--- src/include/gsp_defines.svh ---
`ifndef GSP_DEFINES_SVH
`define GSP_DEFINES_SVH

// word layout
`define GSP_WORD_W 12
`define GSP_ADDR_HI 11
`define GSP_ADDR_LO 10
`define GSP_DATA_W 10
`define GSP_MSB 11
// address that disables all gauges
`define GSP_ADDR_OFF 2'h3
`define GSP_ADDR_MAJOR 2'h0
`define GSP_ADDR_MINOR1 2'h1
`define GSP_ADDR_MINOR2 2'h2
`define GSP_MINOR_W 8
// reset values
`define GSP_WORD_RST 12'h000
`define GSP_MAJOR_RST 10'h000
`define GSP_MINOR_RST 8'h00

`endif

--- src/include/gsp_pkg.sv ---
package gsp_pkg;

  typedef struct packed {
    logic [9:0] major;
    logic [7:0] minor1;
    logic [7:0] minor2;
    logic outputs_off;
  } gsp_gauge_t;

  typedef struct packed {
    logic sclk;
    logic load;
    logic sdi;
  } gsp_pins_t;

  typedef struct packed {
    gsp_pins_t s1;
    gsp_pins_t s2;
  } gsp_sync_t;

endpackage

--- src/gsp_sync2.sv ---
`timescale 1ns/1ps
`default_nettype none

// two-stage synchroniser for the serial pins
module gsp_sync2 (
  input wire logic mclk,
  input wire logic reset,
  input wire logic ce,
  input wire gsp_pkg::gsp_pins_t pins_in,
  output gsp_pkg::gsp_pins_t pins_out
);

  gsp_pkg::gsp_sync_t st_q;
  gsp_pkg::gsp_sync_t st_d;

  always_comb begin
    st_d = st_q;
    if (ce) begin
      st_d.s1 = pins_in;
      st_d.s2 = st_q.s1;
    end
  end

  always_ff @(posedge mclk or posedge reset) begin
    if (reset) begin
      st_q <= '0;
    end else begin
      st_q <= st_d;
    end
  end

  assign pins_out = st_q.s2;

endmodule

`default_nettype wire

--- src/gsp_serial_port.sv ---
`include "gsp_defines.svh"
`timescale 1ns/1ps
`default_nettype none

module gsp_serial_port (
  input wire logic mclk,
  input wire logic reset,
  input wire logic ce,
  input wire logic sclk,
  input wire logic load,
  input wire logic sdi,
  input wire logic short_det,
  input wire logic thermal_sd,
  output logic sdo,
  output logic fault_n_o,
  output logic fault_n_oe,
  output gsp_pkg::gsp_gauge_t gauge,
  output logic drivers_on
);

  typedef struct packed {
    logic sclk_prev;
    logic load_prev;
    logic [`GSP_WORD_W-1:0] shreg;
    logic sdo;
    gsp_pkg::gsp_gauge_t gauge;
    logic fault_dis;
    logic flt_s1;
    logic flt_s2;
    logic fault_oe;
    logic drv_on;
  } gsp_state_t;

  gsp_state_t st_q;
  gsp_state_t st_d;
  gsp_pkg::gsp_pins_t pins_raw;
  gsp_pkg::gsp_pins_t pins;
  logic sclk_rise;
  logic sclk_fall;
  logic load_fall;
  logic [1:0] addr;

  // ---------------------------------------------------------------
  // pin synchronisers
  // ---------------------------------------------------------------
  assign pins_raw = '{sclk: sclk, load: load, sdi: sdi};

  gsp_sync2 u_sync (
    .mclk(mclk),
    .reset(reset),
    .ce(ce),
    .pins_in(pins_raw),
    .pins_out(pins)
  );

  assign sclk_rise = pins.sclk & ~st_q.sclk_prev;
  assign sclk_fall = ~pins.sclk & st_q.sclk_prev;
  assign load_fall = ~pins.load & st_q.load_prev;
  assign addr = st_q.shreg[`GSP_ADDR_HI:`GSP_ADDR_LO];

  // ---------------------------------------------------------------
  // next state
  // ---------------------------------------------------------------
  always_comb begin
    st_d = st_q;
    if (ce) begin
      st_d.sclk_prev = pins.sclk;
      st_d.load_prev = pins.load;
      if (sclk_rise && pins.load) begin
        st_d.shreg = {st_q.shreg[`GSP_WORD_W-2:0], pins.sdi};
      end
      // last stage moves out on falling edge only
      if (sclk_fall) begin
        st_d.sdo = st_q.shreg[`GSP_MSB];
      end
      if (load_fall) begin
        st_d.gauge.outputs_off = (addr == `GSP_ADDR_OFF);
        case (addr)
          `GSP_ADDR_MAJOR: begin
            st_d.gauge.major = st_q.shreg[`GSP_DATA_W-1:0];
          end
          `GSP_ADDR_MINOR1: begin
            st_d.gauge.minor1 = st_q.shreg[`GSP_MINOR_W-1:0];
          end
          `GSP_ADDR_MINOR2: begin
            st_d.gauge.minor2 = st_q.shreg[`GSP_MINOR_W-1:0];
          end
          default: begin
          end
        endcase
      end
      // fault status comes from the analog side, another domain
      st_d.flt_s1 = short_det | thermal_sd;
      st_d.flt_s2 = st_q.flt_s1;
      st_d.fault_oe = st_q.flt_s2;
      // fault latches disable; strobe fall re-enables.
      // a fault still present at the strobe wins, set over clear
      if (st_q.flt_s2) begin
        st_d.fault_dis = 1'b1;
      end else if (load_fall) begin
        st_d.fault_dis = 1'b0;
      end
      st_d.drv_on = ~st_d.fault_dis & ~st_d.gauge.outputs_off;
    end
  end

  always_ff @(posedge mclk or posedge reset) begin
    if (reset) begin
      st_q <= '0;
    end else begin
      st_q <= st_d;
    end
  end

  assign sdo = st_q.sdo;
  assign fault_n_o = 1'b0;
  assign fault_n_oe = st_q.fault_oe;
  assign gauge = st_q.gauge;
  assign drivers_on = st_q.drv_on;

  // ---------------------------------------------------------------
  // checks
  // ---------------------------------------------------------------
  chk_sdo_on_fall: assert property (@(posedge mclk) disable iff (reset)
    $changed(sdo) |-> $past(sclk_fall))
    else $error("serial output changed without a falling clock edge");

  chk_sdo_last_stage: assert property (@(posedge mclk) disable iff (reset)
    (ce && sclk_fall) |=> sdo == $past(st_q.shreg[`GSP_MSB]))
    else $error("serial output is not the last stage");

  chk_shift_capture: assert property (@(posedge mclk) disable iff (reset)
    (ce && sclk_rise && pins.load) |=> st_q.shreg[0] == $past(pins.sdi))
    else $error("rising clock did not capture serial input");

  chk_shift_gated: assert property (@(posedge mclk) disable iff (reset)
    !pins.load |=> $stable(st_q.shreg))
    else $error("shift happened with strobe low");

  chk_major_update: assert property (@(posedge mclk) disable iff (reset)
    (ce && load_fall && addr == `GSP_ADDR_MAJOR) |=>
      gauge.major == $past(st_q.shreg[`GSP_DATA_W-1:0]))
    else $error("major gauge not updated on strobe fall");

  chk_hold_stable: assert property (@(posedge mclk) disable iff (reset)
    !load_fall |=> $stable(gauge))
    else $error("holding stage changed without strobe fall");

  chk_addr_off: assert property (@(posedge mclk) disable iff (reset)
    (ce && load_fall && addr == `GSP_ADDR_OFF) |=> ##1 !drivers_on)
    else $error("address 11 did not disable outputs");

  chk_fault_flag: assert property (@(posedge mclk) disable iff (reset)
    (ce && st_q.flt_s2) |=> fault_n_oe)
    else $error("fault flag not pulled low");

  chk_fault_clear: assert property (@(posedge mclk) disable iff (reset)
    (ce && load_fall && !st_q.flt_s2) |=> !st_q.fault_dis)
    else $error("strobe fall did not clear fault disable");

  chk_minor1_load: assert property (@(posedge mclk) disable iff (reset)
    (ce && load_fall && addr == `GSP_ADDR_MINOR1) |=>
      gauge.minor1 == $past(st_q.shreg[`GSP_MINOR_W-1:0]))
    else $error("first minor gauge not updated on strobe fall");

  chk_minor2_load: assert property (@(posedge mclk) disable iff (reset)
    (ce && load_fall && addr == `GSP_ADDR_MINOR2) |=>
      gauge.minor2 == $past(st_q.shreg[`GSP_MINOR_W-1:0]))
    else $error("second minor gauge not updated on strobe fall");

  chk_off_keeps: assert property (@(posedge mclk) disable iff (reset)
    (ce && load_fall && addr == `GSP_ADDR_OFF) |=>
      $stable(gauge.major) && $stable(gauge.minor1) &&
      $stable(gauge.minor2))
    else $error("address 11 changed stored gauge data");

  chk_off_flag: assert property (@(posedge mclk) disable iff (reset)
    (ce && load_fall) |=>
      gauge.outputs_off == ($past(addr) == `GSP_ADDR_OFF))
    else $error("outputs-off flag does not follow the address");

  chk_flag_release: assert property (@(posedge mclk) disable iff (reset)
    (ce && !st_q.flt_s2) |=> !fault_n_oe)
    else $error("fault flag held low without a fault");

  chk_fault_disable: assert property (@(posedge mclk) disable iff (reset)
    (ce && st_q.flt_s2) |=> !drivers_on)
    else $error("fault did not disable the drivers");

  chk_disable_held: assert property (@(posedge mclk) disable iff (reset)
    (st_q.fault_dis && !(ce && load_fall)) |=> st_q.fault_dis)
    else $error("fault disable cleared without strobe fall");

  chk_drv_enable: assert property (@(posedge mclk) disable iff (reset)
    ce |=> drivers_on == (!st_q.fault_dis && !gauge.outputs_off))
    else $error("driver enable disagrees with fault and address");

  chk_ce_freeze: assert property (@(posedge mclk) disable iff (reset)
    !ce |=> $stable(st_q))
    else $error("state moved while clock enable was low");

  chk_shift_order: assert property (@(posedge mclk) disable iff (reset)
    (ce && sclk_rise && pins.load) |=>
      st_q.shreg[`GSP_WORD_W-1:1] == $past(st_q.shreg[`GSP_WORD_W-2:0]))
    else $error("shift register did not move towards the msb");

endmodule

`default_nettype wire

--- config.mk ---
export PLATFORM = sky130hd
export DESIGN_NAME = gsp_serial_port
export DESIGN_NICKNAME = d
export VERILOG_FILES = /design/src/include/gsp_pkg.sv /design/src/gsp_sync2.sv /design/src/gsp_serial_port.sv
export VERILOG_INCLUDE_DIRS = /design/src /design/src/include
export SDC_FILE = /design/constraint.sdc
export NUM_CORES = 1
export LEC_CHECK = 0
export BUFFER_PORTS_ARGS = -buffer_cell sky130_fd_sc_hd__buf_2
export CAP_MARGIN = 0
export CORE_ASPECT_RATIO = 0.75
export CORE_MARGIN = 3
export CORE_UTILIZATION = 24
export CTS_CLUSTER_SIZE = 10
export DETAILED_ROUTE_END_ITERATION = 8
export GPL_TIMING_DRIVEN = 0
export PLACE_DENSITY_LB_ADDON = 0.12
export SYNTH_ARGS = -nofsm -noshare
export SYNTH_HDL_FRONTEND = slang
export SYNTH_HIERARCHICAL = 1
export SYNTH_SLANG_ARGS = --single-unit
--- constraint.sdc ---
create_clock -name mclk -period 1.69 [get_ports mclk]
set_input_delay 0.338 -clock mclk [delete_from_list [all_inputs] [get_ports mclk]]
set_output_delay 0.338 -clock mclk [all_outputs]
set_load 0.02 [all_outputs]
# Yosys cells after proc, flatten, opt, wreduce, memory -nomap -nowiden
# Index checks and enable logic that the tools add are counted.
# word_totals
word_cells	51
out_inout_bits	31
input_bits	8
register_bits	53
# classes
n_bitwise	10
muxes	8
n_reduce_logical	7
eq_ne	7
# op_table
cell	count
$mux W27	2
$mux W8	2
$mux W10	1
$reduce_and A3 Y1	3
$ne A2 B1 Y1 const B	4
$not A1 Y1	5
$and A1 B1 Y1	4
$eq A2 B2 Y1 const B	2
$reduce_and A2 Y1	2
$mux W1	3
$eq A2 B1 Y1 const B	1
$logic_not A2 Y1	1
$logic_and A1 B1 Y1	1
$or A1 B1 Y1	1

# Longest topological paths before layout
# depth
word_depth	7
mapped_depth	5
ltp_nobuf	3

# Hierarchy
# The synthesis kept the hierarchy.
# modules_own_cells
module	seq_area_each_um2	area_per_inst_um2	cells_each	n_inst
gsp_serial_port	1176.1	2158.3	153	1
gsp_sync2	150.1	277.8	17	1

# Worst setup path before layout
# No wires, ideal clock.
# synth_timing
kind	reg-to-reg
startpoint	reg u_sync.st_q (netlist bit u_sync/pins_out[1])
endpoint	reg st_q (netlist bit gauge[1])
period_less_slack_ns	1.386
path_stages_with_launch	6
setup_ns	0.125
path_buffers	2
setup_slack_ns	0.304
t_required_ns	1.565
arrival_ns	1.261
path_cell_list	dfrtp_1 buf_4 nor2b_4 and4b_1 buf_4 mux2_2
# synth_via
elab_chain_cells	4
# synth_rtl
item	line_no	rtl
start: declaration	gsp_sync2.sv:13	gsp_pkg::gsp_sync_t st_q;
start signal: assignment	gsp_sync2.sv:28	st_q <= st_d;
$not A1 Y1	gsp_serial_port.sv:58	assign load_fall = ~pins.load & st_q.load_prev;
$and A1 B1 Y1	gsp_serial_port.sv:58	
$ne A2 B1 Y1 (no source line)	n/a	
$reduce_and A3 Y1 (no source line)	n/a	
end signal: assignment	gsp_serial_port.sv:111	st_q <= st_d;
end: declaration	gsp_serial_port.sv:34	gsp_state_t st_q;
# Every way passes these cells.
# A chain may end at the register's enable or synchronous reset.

# Final worst setup path
# layout_timing
startpoint	reg u_sync.st_q (netlist bit u_sync/pins_out[1])
endpoint	reg st_q (netlist bit gauge[2])
# Same word-level chain as after synthesis.

==> impl_metrics.json <==
{
  "layout_min_cycle_time_ns": 1.52,
  "fin_nets": 224,
  "p_sw_uw": 759,
  "grt_first_pass_wirelength_mm": 7.09,
  "drt-initial-drc-count": 42,
  "drt-total-wl_mm": 4.38,
  "post-route-util_pct": 30.3,
  "clkPwrFrac_pct": 33.9,
  "synthCells": 170,
  "grt_max_degree": 28,
  "worst_hold_slack_ns": 0.278,
  "finalPower_mw": 3.03,
  "critPathMaxFanout": 8,
  "syn_nets": 178,
  "clockBufferDepth": 2,
  "drive_gt1_share_pct": 62.5,
  "clockRootBuffer": "clkbuf_16",
  "reg2reg_depth": 5,
  "seq_area_frac_synth_pct": 54.4,
  "p_int_mw": 2.28,
  "cts-resized-gates": 0,
  "rsz0062_at_grt": "no",
  "max_slew.worst_pin.slew_ns": 0.512,
  "setup_viol": 0,
  "clock_skew_ns": 0.00604,
  "cp_num_buf_inv": 2,
  "place_congestion": 0.647,
  "tns_ns": 0,
  "min_path_type": "in -> reg",
  "clkSlewWorstSetupHoldPaths_ns": 0.07,
  "cts_buffers": 5,
  "path_delay_family": "flip-flops",
  "drcViolationCount": 0,
  "pre_cts_ws_ns": 0.163,
  "ys_ff_latch": 53,
  "max_freq_mhz": 657,
  "timing_hold_violations_final": 0,
  "path_class": "reg -> reg",
  "static-leakage-power_nw": 1.59,
  "status": "completed",
  "yosysWarnings": 6,
  "via_per_inst": 3.75,
  "area_delta_synth_final_pct": 21.6,
  "n_antenna_cell": 0,
  "combPwrFrac_pct": 16.4,
  "cp-end-kind": "flip-flop",
  "htree_num_levels": 2,
  "gr-usage-all-layers_pct": 8.13,
  "postLayoutSetupSlackWorst_ns": 0.168,
  "required_ns": 1.87,
  "overflow": 0,
  "power.density_nw_per_um2": 1020,
  "drv_slew": 0,
  "worstPathArrival_ns": 1.70,
  "drt_first_pass_iters": 4,
  "routedWlPerCell_um": 12.6,
  "cp.depth": 5,
  "start_util_pct": 24.9,
  "postRouteAntennaNets": 0,
  "drv_cap": 0,
  "grt_pass1_vias": 1359,
  "syn_area_um2": 2440,
  "peakVddDrop_mv": 0.350,
  "core_um2": 9770,
  "cts_setup_buffers": 0,
  "crit_path_frequent_cell": "buf_4",
  "synth_cell_types": 23,
  "max_slew_margin_pct": 65.8,
  "dp_hpwl_mm": 2.99,
  "swShare_pct": 25.0,
  "die_area_um2": 11400,
  "clkSinkCount": 53,
  "cts_tree": "yes",
  "slowest_delay_ns": 0.38,
  "portBuffers": 37,
  "fp-row-count": 31,
  "startpoint_type": "flip-flop",
  "min_path_cells": 2,
  "fin_crit_sh_pct": 90.0,
  "boundaryPins": 39,
  "vias": 1305,
  "cp_cell_sequence": "buf_4 > nor2b_4 > and4b_1 > buf_4 > mux2_2",
  "antenna_found_initial": 0,
  "seqPwrFrac_pct": 49.7,
  "syn_area_per_cell_um2": 14.3,
  "dieWidth_um": 122,
  "crit_slowest_cell": "dfrtp_1",
  "insertion_delay_ns": 0.29,
  "fp.dieH_um": 93.3
}
## cells by family after synthesis
kind of cell           share of synthesized area (%)
DFF                                             54.4
muxes                                           25.5
buffers and inverters                           12.1
and+or+nand+nor                                 6.73
AOI/OAI and AO/OA                               1.03
other                                          0.154
## cell usage in the layout, fill, tap and decap left out, types with 2 or more instances in the layout
| cell | instances |
|---|---|
| buf_6 | 3 |
| dfrtp_1 | 53 |
| inv_1 | 2 |
| buf_2 | 39 |
| clkbuf_16 | 5 |
| mux2_4 | 16 |
| nand2_1 | 3 |
| and2_1 | 8 |
| mux2_2 | 33 |
| buf_4 | 32 |
| nor2_1 | 4 |
## state kept, by name, indices dropped and copies added, names as in the netlist
name             flops
drivers_on           1
st_q                15
u_sync/st_q          3
sdo                  1
addr                 2
u_sync/pins_out      3
gauge               27
fault_n_oe           1
## per-stage QoR
| step | area (um^2) | std cells |
|---|---|---|
| 2_1_floorplan | 2440 | 170 |
| 3_3_place_gp | 2790 | 339 |
| 3_5_place_dp | 2810 | 340 |
| 4_1_cts | 2960 | 348 |
| 5_1_grt | 2960 | 348 |
| 6_report | 2960 | 348 |
## cells in the mapped netlist (all sizes together)
cell,number,area (um^2)
nor2,4,15.0
nand3b,1,7.51
and4b,1,10.0
mux2,49,612
dfrtp,53,1330
nand4bb,1,11.3
inv,3,11.3
nor2b,1,13.8
conb,1,3.75
o21ai,1,5.00
nand4b,2,38.8
buf,37,284
a21oi,1,5.00
nand2,3,11.3
a22o,1,8.76
and2,8,50.1
o22ai,1,6.26
mux2i,1,10.0
nand2b,1,6.26
## power groups by stage
stage               Combinational [mW]  Sequential, mW  Clock (mW)
finish                           0.496            1.51        1.03
CTS                              0.509            1.51        1.08
floorplan                        0.395            1.50           0
global route                     0.541            1.53        1.12
global placement                 0.495            1.54           0
detailed placement               0.506            1.53           0
## per-layer routing
layer | GRT usage, % | vias up | routed length, um | share of wire (%)
met2 | 11.4 | 23 | 1880 | 43
li1 | - | 634 | - | -
met4 | 3.63 | 0 | 82 | 1.9
met1 | 11.7 | 641 | 2290 | 52
met5 | 0 | - | 0 | 0
met3 | 1.93 | 7 | 129 | 2.9
## worst paths after layout
check                      slack, ns                             end                      startpoint
max                             0.17            gauge[2]$_DFFE_PP0P_  u_sync/pins_out[1]$_DFFE_PP0P_
min                             0.28      u_sync/st_q[3]$_DFFE_PP0P_                             sdi
max reg2reg                     0.17            gauge[2]$_DFFE_PP0P_  u_sync/pins_out[1]$_DFFE_PP0P_
min reg2reg                     0.51           gauge[25]$_DFFE_PP0P_           gauge[25]$_DFFE_PP0P_
max in group asynchronous       0.53            st_q[33]$_DFFE_PP0P_                           reset
min in group asynchronous       0.53  u_sync/pins_out[1]$_DFFE_PP0P_                           reset
## what timing repair did
item	in CTS	in global routing
setup endpoints to repair	0	0
hold buffers	1	0
hold endpoints to repair	6	0
## final cells by class
type                       instances  area (um^2)
fill                            1042         6810
buffer                            37          284
clock inverter                     1         7.51
tap                              132          165
inverter                           3         11.3
multi-input combinational         77          815
timing repair buffer              39          215
sequential                        53         1330
clock buffer                       6          139
No activity file was read; power rests on OpenSTA's default activity.
